==> src/hdl/ief_pkg.sv <==
package ief_pkg;
    // processing time base and clock
    localparam int unsigned CLK_PERIOD_NS  = 10;
    localparam int unsigned TICK_PERIOD_US = 5000;
    localparam int unsigned TICK_CYCLES    = TICK_PERIOD_US * 1000
                                             / CLK_PERIOD_NS;
    // register indices (word addresses)
    localparam logic [3:0] REG_CTRL   = 4'h0;
    localparam logic [3:0] REG_VTHR   = 4'h1;
    localparam logic [3:0] REG_ITHR   = 4'h2;
    localparam logic [3:0] REG_FWDRST = 4'h3;
    localparam logic [3:0] REG_REVRST = 4'h4;
    localparam logic [3:0] REG_OPTIME = 4'h5;
    localparam logic [3:0] REG_SPIKES = 4'h6;
    localparam logic [3:0] REG_STATUS = 4'h7;
    localparam logic [3:0] REG_EXPT   = 4'h8;
    localparam logic [3:0] REG_TREM   = 4'h9;
    localparam logic [3:0] REG_SPREM  = 4'ha;
    localparam logic [3:0] REG_FWDCNT = 4'hb;
    localparam logic [3:0] REG_REVCNT = 4'hc;
    // control field positions
    localparam int unsigned CTRL_FEN_BIT = 0;
    localparam int unsigned CTRL_FRC_LSB = 1;
    localparam int unsigned CTRL_ISL_LSB = 4;
    localparam int unsigned CTRL_VSL_LSB = 6;
    // status field positions
    localparam int unsigned STS_VCH_LSB = 4;
    localparam int unsigned STS_FWD_BIT = 8;
    localparam int unsigned STS_REV_BIT = 9;
    localparam int unsigned STS_TRP_BIT = 10;
    localparam int unsigned STS_BLK_BIT = 11;
    // reset values (thresholds in 0.01 units, times in 5 ms ticks)
    localparam logic [15:0] VTHR_RST   = 16'h1f40;
    localparam logic [15:0] ITHR_RST   = 16'h0032;
    localparam logic [18:0] FWDRST_RST = 19'h0003c;
    localparam logic [18:0] REVRST_RST = 19'h0003c;
    localparam logic [18:0] OPTIME_RST = 19'h00064;
    localparam logic [31:0] SPIKES_RST = 32'h00000002;
    localparam logic [1:0]  ISEL_RST   = 2'h1;
    localparam logic [1:0]  VSEL_RST   = 2'h1;
    // forced status codes
    localparam logic [2:0] FRC_NORMAL = 3'h0;
    localparam logic [2:0] FRC_BLOCK  = 3'h1;
    localparam logic [2:0] FRC_FWD    = 3'h2;
    localparam logic [2:0] FRC_REV    = 3'h3;
    localparam logic [2:0] FRC_TRIP   = 3'h4;
    // reported status codes
    localparam logic [2:0] STS_NORMAL = 3'h0;
    localparam logic [2:0] STS_FWD    = 3'h1;
    localparam logic [2:0] STS_REV    = 3'h2;
    localparam logic [2:0] STS_TRIP   = 3'h3;
    localparam logic [2:0] STS_BLOCK  = 3'h4;
    // one set of residual samples
    typedef struct packed {
        logic               valid;
        logic signed [15:0] volt_three;
        logic signed [15:0] volt_four;
        logic signed [15:0] cur_one;
        logic signed [15:0] cur_two;
    } ief_samp_s;
endpackage

==> src/hdl/ief_stage.sv <==
// Decided for this implementation: the register addresses and the address-and-strobe port.
`timescale 1ns/10ps
`default_nettype none
module ief_stage #(
    parameter int unsigned TICK_LEN = ief_pkg::TICK_CYCLES
) (
    // clock and reset
    input  wire logic              mclk_in,
    input  wire logic              rst_in,
    // register port
    input  wire logic [3:0]        reg_addr_in,
    input  wire logic [31:0]       reg_wdata_in,
    input  wire logic              reg_wr_in,
    input  wire logic              reg_rd_in,
    output logic      [31:0]       reg_rdata_out,
    // residual samples and blocking
    input  wire ief_pkg::ief_samp_s samp_in,
    input  wire logic              block_in,
    // stage outputs
    output logic                   forward_start_out,
    output logic                   reverse_start_out,
    output logic                   trip_out,
    output logic                   blocked_out
);
    import ief_pkg::*;

    initial begin
        if (TICK_LEN < 2) begin
            $error("tick length too short");
        end
    end

    // whole state of the stage
    typedef struct packed {
        logic [31:0]        tick_cnt;   // strobe divider
        logic signed [15:0] vpk;        // voltage peak of this buffer
        logic signed [15:0] ipk;        // current peak of this buffer
        logic               force_en;
        logic [2:0]         force_code;
        logic [1:0]         in_sel;
        logic [1:0]         volt_sel;
        logic [15:0]        vthr;
        logic [15:0]        ithr;
        logic [18:0]        fwd_set;
        logic [18:0]        rev_set;
        logic [18:0]        op_set;
        logic [31:0]        spk_set;
        logic [18:0]        fwd_tmr;
        logic [18:0]        rev_tmr;
        logic [18:0]        op_tmr;
        logic               fwd_run;
        logic               rev_run;
        logic               op_run;
        logic               trip;
        logic               blk;
        logic [31:0]        fwd_cnt;
        logic [31:0]        rev_cnt;
        logic [31:0]        rdata;
    } ief_state_s;

    ief_state_s st_q;
    ief_state_s st_d;
    logic               tick;       // processing strobe
    logic signed [15:0] v_smp;      // selected voltage sample
    logic signed [15:0] i_smp;      // selected current sample
    logic               volt_ok;    // a voltage channel is chosen
    logic               pick;       // both peaks at or over threshold
    logic               dir_fwd;    // opposite polarity: faulty feeder
    logic               fwd_spk;
    logic               rev_spk;
    logic [2:0]         status;     // reported condition
    logic [1:0]         vch;        // reported voltage channel
    logic [31:0]        sp_rem;     // spikes still needed
    // magnitude without sign, saturating the most negative code
    function automatic logic [15:0] mag(input logic signed [15:0] x);
        logic [15:0] r;
        r = x[15] ? 16'(-x) : 16'(x);
        if (r[15]) begin
            r = 16'h7fff;
        end
        return r;
    endfunction
    // channel selection and derived decisions
    always_comb begin
        tick    = (st_q.tick_cnt == 32'(TICK_LEN - 1));
        // only voltage codes 1 and 2 are valid; any current code but 2 picks input one
        v_smp   = (st_q.volt_sel == 2'h2) ? samp_in.volt_four
                                          : samp_in.volt_three;
        volt_ok = (st_q.volt_sel == 2'h1) || (st_q.volt_sel == 2'h2);
        i_smp   = (st_q.in_sel == 2'h2) ? samp_in.cur_two
                                        : samp_in.cur_one;
        vch     = volt_ok ? st_q.volt_sel : 2'h0;
        // peak compared with the threshold is the ratio
        pick    = volt_ok && (mag(st_q.vpk) >= st_q.vthr)
                  && (mag(st_q.ipk) >= st_q.ithr);
        dir_fwd = (st_q.vpk[15] != st_q.ipk[15]);
        fwd_spk = tick && pick && dir_fwd && !block_in;
        rev_spk = tick && pick && !dir_fwd && !block_in;
        // computed condition, trip outranks start
        if (st_q.blk) begin
            status = STS_BLOCK;
        end else if (st_q.trip) begin
            status = STS_TRIP;
        end else if (st_q.fwd_run) begin
            status = STS_FWD;
        end else if (st_q.rev_run) begin
            status = STS_REV;
        end else begin
            status = STS_NORMAL;
        end
        // forcing remaps its own code order onto status codes
        if (st_q.force_en) begin
            unique case (st_q.force_code)
                FRC_NORMAL: status = status;
                FRC_BLOCK:  status = STS_BLOCK;
                FRC_FWD:    status = STS_FWD;
                FRC_REV:    status = STS_REV;
                FRC_TRIP:   status = STS_TRIP;
                default:    status = status;
            endcase
        end
        // trip needs the count to exceed the setting
        if (st_q.fwd_cnt > st_q.spk_set) begin
            sp_rem = 32'h0;
        end else begin
            sp_rem = st_q.spk_set - st_q.fwd_cnt + 32'h1;
        end
    end
    // next state: sampling, timing and register access
    always_comb begin
        st_d = st_q;
        st_d.tick_cnt = tick ? 32'h0 : st_q.tick_cnt + 32'h1;
        // peak capture over one buffer period
        if (tick) begin
            st_d.vpk = 16'sh0;
            st_d.ipk = 16'sh0;
        end
        if (samp_in.valid) begin
            if (tick || mag(v_smp) > mag(st_q.vpk)) begin
                st_d.vpk = v_smp;
            end
            if (tick || mag(i_smp) > mag(st_q.ipk)) begin
                st_d.ipk = i_smp;
            end
        end
        if (tick) begin
            st_d.blk = block_in;
            if (block_in) begin
                // blocking drops start and releases the timers
                st_d.fwd_run = 1'b0;
                st_d.rev_run = 1'b0;
                st_d.op_run  = 1'b0;
                st_d.trip    = 1'b0;
                st_d.fwd_cnt = 32'h0;
                st_d.rev_cnt = 32'h0;
            end else begin
                // forward release timer restarts on every spike
                if (fwd_spk) begin
                    st_d.fwd_run = 1'b1;
                    st_d.fwd_tmr = st_q.fwd_set;
                    st_d.fwd_cnt = st_q.fwd_cnt + 32'h1;
                end else if (st_q.fwd_run) begin
                    if (st_q.fwd_tmr == 19'h0) begin
                        // release clears the fault bookkeeping
                        st_d.fwd_run = 1'b0;
                        st_d.op_run  = 1'b0;
                        st_d.trip    = 1'b0;
                        st_d.fwd_cnt = 32'h0;
                    end else begin
                        st_d.fwd_tmr = st_q.fwd_tmr - 19'h1;
                    end
                end
                // reverse timer behaves alike
                if (rev_spk) begin
                    st_d.rev_run = 1'b1;
                    st_d.rev_tmr = st_q.rev_set;
                    st_d.rev_cnt = st_q.rev_cnt + 32'h1;
                end else if (st_q.rev_run) begin
                    if (st_q.rev_tmr == 19'h0) begin
                        st_d.rev_run = 1'b0;
                        st_d.rev_cnt = 32'h0;
                    end else begin
                        st_d.rev_tmr = st_q.rev_tmr - 19'h1;
                    end
                end
                // operating timer counts from the first strike
                if (fwd_spk && !st_q.fwd_run) begin
                    st_d.op_run = 1'b1;
                    st_d.op_tmr = st_q.op_set;
                end else if (st_q.op_run && st_d.fwd_run) begin
                    if (st_q.op_tmr != 19'h0) begin
                        st_d.op_tmr = st_q.op_tmr - 19'h1;
                    end else if (st_q.fwd_cnt > st_q.spk_set) begin
                        st_d.trip = 1'b1;
                    end
                end
                // a strike on the expiry tick still counts
                if (st_q.op_run && st_q.op_tmr == 19'h0 && st_d.fwd_run
                    && st_d.fwd_cnt > st_q.spk_set) begin
                    st_d.trip = 1'b1;
                end
            end
        end
        // settings are static: nothing but a write changes them
        if (reg_wr_in) begin
            unique case (reg_addr_in)
                REG_CTRL: begin
                    st_d.force_en   = reg_wdata_in[CTRL_FEN_BIT];
                    st_d.force_code = reg_wdata_in[CTRL_FRC_LSB +: 3];
                    st_d.in_sel     = reg_wdata_in[CTRL_ISL_LSB +: 2];
                    st_d.volt_sel   = reg_wdata_in[CTRL_VSL_LSB +: 2];
                end
                REG_VTHR:   st_d.vthr    = reg_wdata_in[15:0];
                REG_ITHR:   st_d.ithr    = reg_wdata_in[15:0];
                REG_FWDRST: st_d.fwd_set = reg_wdata_in[18:0];
                REG_REVRST: st_d.rev_set = reg_wdata_in[18:0];
                REG_OPTIME: st_d.op_set  = reg_wdata_in[18:0];
                REG_SPIKES: st_d.spk_set = reg_wdata_in;
                default:    st_d.rdata   = st_d.rdata; // read-only
            endcase
        end
        // read data stands only in the cycle after the strobe
        st_d.rdata = 32'h0;
        if (reg_rd_in) begin
            unique case (reg_addr_in)
                REG_CTRL: begin
                    st_d.rdata[CTRL_FEN_BIT]      = st_q.force_en;
                    st_d.rdata[CTRL_FRC_LSB +: 3] = st_q.force_code;
                    st_d.rdata[CTRL_ISL_LSB +: 2] = st_q.in_sel;
                    st_d.rdata[CTRL_VSL_LSB +: 2] = st_q.volt_sel;
                end
                REG_VTHR:   st_d.rdata = {16'h0, st_q.vthr};
                REG_ITHR:   st_d.rdata = {16'h0, st_q.ithr};
                REG_FWDRST: st_d.rdata = {13'h0, st_q.fwd_set};
                REG_REVRST: st_d.rdata = {13'h0, st_q.rev_set};
                REG_OPTIME: st_d.rdata = {13'h0, st_q.op_set};
                REG_SPIKES: st_d.rdata = st_q.spk_set;
                REG_STATUS: begin
                    st_d.rdata[2:0]             = status;
                    st_d.rdata[STS_VCH_LSB +: 2] = vch;
                    st_d.rdata[STS_FWD_BIT]     = st_q.fwd_run;
                    st_d.rdata[STS_REV_BIT]     = st_q.rev_run;
                    st_d.rdata[STS_TRP_BIT]     = st_q.trip;
                    st_d.rdata[STS_BLK_BIT]     = st_q.blk;
                end
                REG_EXPT:   st_d.rdata = {13'h0, st_q.op_set};
                REG_TREM:   st_d.rdata = {13'h0, st_q.op_run ?
                                          st_q.op_tmr : st_q.op_set};
                REG_SPREM:  st_d.rdata = sp_rem;
                REG_FWDCNT: st_d.rdata = st_q.fwd_cnt;
                REG_REVCNT: st_d.rdata = st_q.rev_cnt;
                default:    st_d.rdata = 32'h0; // unmapped reads zero
            endcase
        end
    end
    // single state register, synchronous reset
    always_ff @(posedge mclk_in) begin
        if (rst_in) begin
            st_q            <= '0;
            st_q.in_sel     <= ISEL_RST;
            st_q.volt_sel   <= VSEL_RST;
            st_q.vthr       <= VTHR_RST;
            st_q.ithr       <= ITHR_RST;
            st_q.fwd_set    <= FWDRST_RST;
            st_q.rev_set    <= REVRST_RST;
            st_q.op_set     <= OPTIME_RST;
            st_q.spk_set    <= SPIKES_RST;
        end else begin
            st_q <= st_d;
        end
    end
    // outputs follow the reported condition, so forcing reaches them
    always_comb begin
        reg_rdata_out     = st_q.rdata;
        forward_start_out = (status == STS_FWD);
        reverse_start_out = (status == STS_REV);
        trip_out          = (status == STS_TRIP);
        blocked_out       = (status == STS_BLOCK);
    end
endmodule
`default_nettype wire

==> config.mk <==
export PLATFORM = sky130hd
export DESIGN_NAME = ief_stage
export DESIGN_NICKNAME = d
export VERILOG_FILES = /design/src/hdl/ief_pkg.sv /design/src/hdl/ief_stage.sv
export SDC_FILE = /design/constraint.sdc
export NUM_CORES = 1
export LEC_CHECK = 0
export BUFFER_PORTS_ARGS = -buffer_cell sky130_fd_sc_hd__buf_2
export CELL_PAD_IN_SITES_DETAIL_PLACEMENT = 0
export CELL_PAD_IN_SITES_GLOBAL_PLACEMENT = 1
export CORE_ASPECT_RATIO = 0.5
export CORE_UTILIZATION = 35
export CTS_CLUSTER_SIZE = 40
export DETAILED_ROUTE_END_ITERATION = 10
export MAX_ROUTING_LAYER = met4
export PLACE_DENSITY_LB_ADDON = 0.05
export SYNTH_ARGS = -nofsm -noshare
export SYNTH_HDL_FRONTEND = slang
export SYNTH_SLANG_ARGS = --single-unit
==> constraint.sdc <==
create_clock -name mclk_in -period 18.6 [get_ports mclk_in]
set_clock_uncertainty 0.2 [all_clocks]
set_input_delay 1.86 -clock mclk_in [delete_from_list [all_inputs] [get_ports mclk_in]]
set_output_delay 1.86 -clock mclk_in [all_outputs]
set_load 0.05 [all_outputs]
==> impl_metrics.tcl <==
set metrics [dict create \
    synthFlopType "sky130_fd_sc_hd__dfxtp_1" \
    synth_instances 3077 \
    grt_usage_pct 27.9 \
    antenna_found_initial 1 \
    avg_cell_area_syn_sq_um 7.68 \
    fin_tns_setup_ns 0 \
    period_share_pct 38.5 \
    cts_hold_buf 0 \
    dr.max_layer_used "met4" \
    hold_path.startpoint "st_q[319]" \
    report.final.hold_viol_count 0 \
    synth_seq_cells 351 \
    core.rowCount 66 \
    design.core.area_sq_mm 0.0659 \
    r2r-start "st_q[310]" \
    post_synth_top_area_share_pct 29.7 \
    drc 4 \
    cp_data_arrival_time_ns 7.44 \
    layout-drive-gt1-share_pct 9.92 \
    viasPerCell 5.72 \
    count_of_input_and_output_buffers 141 \
    worstMarginPinSlew_ns 1.30 \
    internal_power_mw 1.39 \
    switchingPower_uw 654 \
    power_frac_comb_pct 20.2 \
    ctsLongestPathBuffers 3 \
    grt_start_max_net_pins 72 \
    place_worst_setup_slack_ns 11.52 \
    floorplan.die_area_sq_mm 0.0686 \
    place.detailed.hpwl_microns 69200 \
    terminus_of_the_critical_flop_to_flop_path "st_q[97]" \
    mostFrequentLayoutCells "sky130_fd_sc_hd__nand2_1 (508), sky130_fd_sc_hd__dfxtp_1 (351), sky130_fd_sc_hd__a21oi_1 (271)" \
    synth-warning-count 0 \
    run_status "complete, but fails checks" \
    timing.reg2reg.worst_path_depth 25 \
    layout_commonest_cell "sky130_fd_sc_hd__nand2_1" \
    clock_sink_count 351 \
    routed_wirelength_microns 94200 \
    detailedRoute.firstPassIterationCount 11 \
    max_cap_viol_count 0 \
    worst-r2r-setup-slack_ns 11.43 \
    antenna_cells_inserted 0 \
    power_per_cell_area_mw_per_mm2 77.9 \
    power.switching_fraction_pct 32.0 \
    worst_slack_ns 11.43 \
    ys_top_cells_by_area "sky130_fd_sc_hd__dfxtp_1 (30%), sky130_fd_sc_hd__ha_1 (11%), sky130_fd_sc_hd__nand2_1 (8.1%)" \
    first_global_vias 21400 \
    grt_first_pass_wirelength_microns 141000 \
    crit_path_end_kind "flip-flop" \
    irDropWorstVdd_uv 47.5 \
    total_of_endpoints_with_negative_setup_slack_in_the_final_report 0 \
    final_nets 3411 \
    mappedNetlistNets 3383 \
    ioPinCount 142 \
    place.gp.congestion 0.888 \
    synth-edff-count 0 \
    worstPathRequired_ns 18.88 \
    timing.critical_path.from "st_q[310]" \
    criticalPathCategory "reg2reg" \
    post-route-min-period_ns 7.17 \
    timing.critical_path.to "st_q[97]" \
    cts_inserted_buffers 38 \
    worstSetupStartpointType "flip-flop" \
    tritoncts "built" \
    seq_area_frac_synth_pct 29.7 \
    timing.hold.worst_path_depth 1 \
    detail_route.wirelength.met1_microns 46800 \
    grt.overflow.total 0 \
    detailroute.via_count 23000 \
    count_of_h_tree_levels_built_during_cts 2 \
    power.static_leakage_nw 10.2 \
    timing.hold.worst.class "reg2reg" \
    max-slew-margin-rel_pct 13.1 \
    seq_power_share_pct 38.8 \
    drtAntennaViolNets 0 \
    final_cell_count_no_fill 4018 \
    die-height_microns 186 \
    die_width_microns 370 \
    clkTransAtPathRegs_ns 0.07 \
    fmax_ghz 0.139 \
    fin_util_pct 39.8 \
    post_cts.repair.setup_buffers 0 \
    critical_path_peak_fanout 24 \
    post_synthesis_cell_area_sq_mm 0.0236 \
    asyncSetResetFlopFracSynth_pct 0 \
    detailroute.wirelength.met3_microns 5960 \
    violations "design-rule violations" \
    cts_repair_resize_count 0 \
    floorplan.initialDensity_pct 35.9 \
    drt_wl_cell_microns 23.4 \
    setup_repair_after_global_routing_missed_its_margin "false" \
    share_of_power_burned_in_the_clock_network_pct 41.0 \
    cts-root-buf "sky130_fd_sc_hd__clkbuf_16" \
    synth_area_leader_cell "sky130_fd_sc_hd__dfxtp_1" \
    placed_cells_incl_taps 3949 \
    clkLatencyLatePin_ns 0.58 \
    drv_slew 0 \
    dr.first_iter.drc_count 2075 \
    yosys.cell_types.count 85 \
    flow.area_growth_from_synthesis_pct 11.0 \
    met2WireLength_microns 39900 \
]
routing by layer:
| layer | track usage [%] | up-vias |
|---|---|---|
| met5 | - | - |
| met4 | 5.05 | 0 |
| met3 | 3.09 | 107 |
| met2 | 42.0 | 742 |
| met1 | 40.1 | 11100 |
| li1 | - | 11100 |
worst min-delay path by stage:
stage	end	slack [ns]
after global routing	st_q[109]	0.27
after global placement	st_q[319]	0.23
after detailed placement	st_q[319]	0.23
after floorplan	st_q[319]	0.21
final	st_q[319]	0.25
after CTS	st_q[319]	0.25
worst max-delay path: stages, from the launching register on:
cell and delay (ns):
sky130_fd_sc_hd__dfxtp_1 0.35, sky130_fd_sc_hd__or3_1 0.43, sky130_fd_sc_hd__or4_1 0.44, sky130_fd_sc_hd__nor2_1 0.22
sky130_fd_sc_hd__nand3_1 0.36, sky130_fd_sc_hd__nand2_1 0.23, sky130_fd_sc_hd__ha_1 0.25, sky130_fd_sc_hd__a2111oi_0 0.42
sky130_fd_sc_hd__o21bai_1 0.14, sky130_fd_sc_hd__a221oi_1 0.29, sky130_fd_sc_hd__o21a_1 0.56, sky130_fd_sc_hd__or3_1 0.20
sky130_fd_sc_hd__buf_4 0.29, sky130_fd_sc_hd__nand2_1 0.43, sky130_fd_sc_hd__nand3_1 0.21, sky130_fd_sc_hd__o21ai_0 0.11
sky130_fd_sc_hd__ha_1 0.31, sky130_fd_sc_hd__a21o_1 0.16, sky130_fd_sc_hd__a21o_1 0.17, sky130_fd_sc_hd__a211oi_1 0.23
sky130_fd_sc_hd__o21bai_1 0.10, sky130_fd_sc_hd__a21o_1 0.18, sky130_fd_sc_hd__a221oi_1 0.32, sky130_fd_sc_hd__o41ai_1 0.12
sky130_fd_sc_hd__o2bb2ai_1 0.13, sky130_fd_sc_hd__a22o_1 0.18
cells by family after synthesis:
family          synth area share, %
mux                            2.20
xor+xnor                       5.89
compound gates                 21.3
buf+inv                        6.33
flops                          29.7
fa+ha+maj                      10.7
simple gates                   23.9
metrics by stage:
| stage | cell area (sq um) | total power, mW | hold WS, ns |
|---|---|---|---|
| floorplan | 23600 | 1.08 | 0.213 |
| global placement | 24900 | 1.22 | 0.229 |
| detailed placement | 24900 | 1.22 | 0.234 |
| CTS | 26200 | 2.06 | 0.254 |
| global route | 26200 | 2.14 | 0.268 |
| finish | 26200 | 2.05 | 0.248 |
state kept, by name, indices dropped and copies added, names as in the netlist:
signal / count
reg_rdata_out: 32
st_q: 319
final cells by class:
class	count	area, sq um
multi-input combinational	2372	15200
inverter	164	616
timing repair buffer	178	990
clock inverter	21	269
tap	884	1110
fill	6975	39600
sequential	351	7030
clock buffer	48	1040
cells in the mapped netlist (58+ instances only):
cell and n:
sky130_fd_sc_hd__ha_1 199, sky130_fd_sc_hd__a21oi_1 271, sky130_fd_sc_hd__nand2_1 510, sky130_fd_sc_hd__nand4_1 58, sky130_fd_sc_hd__inv_1 164, sky130_fd_sc_hd__xor2_1 82, sky130_fd_sc_hd__nand3_1 106, sky130_fd_sc_hd__clkbuf_1 132
sky130_fd_sc_hd__xnor2_1 77, sky130_fd_sc_hd__nor3_1 62, sky130_fd_sc_hd__dfxtp_1 351, sky130_fd_sc_hd__o21ai_0 129, sky130_fd_sc_hd__nor2_1 192
power groups by stage:
stage          Sequential [mW]  Clock [mW]  Combinational, mW
6_report                 0.793       0.839              0.414
3_5_place_dp             0.809           0              0.411
2_1_floorplan            0.798           0              0.287
5_1_grt                  0.795       0.889              0.460
4_1_cts                  0.792       0.858              0.413
3_3_place_gp             0.809           0              0.407
(Power assumes the default switching activity.)
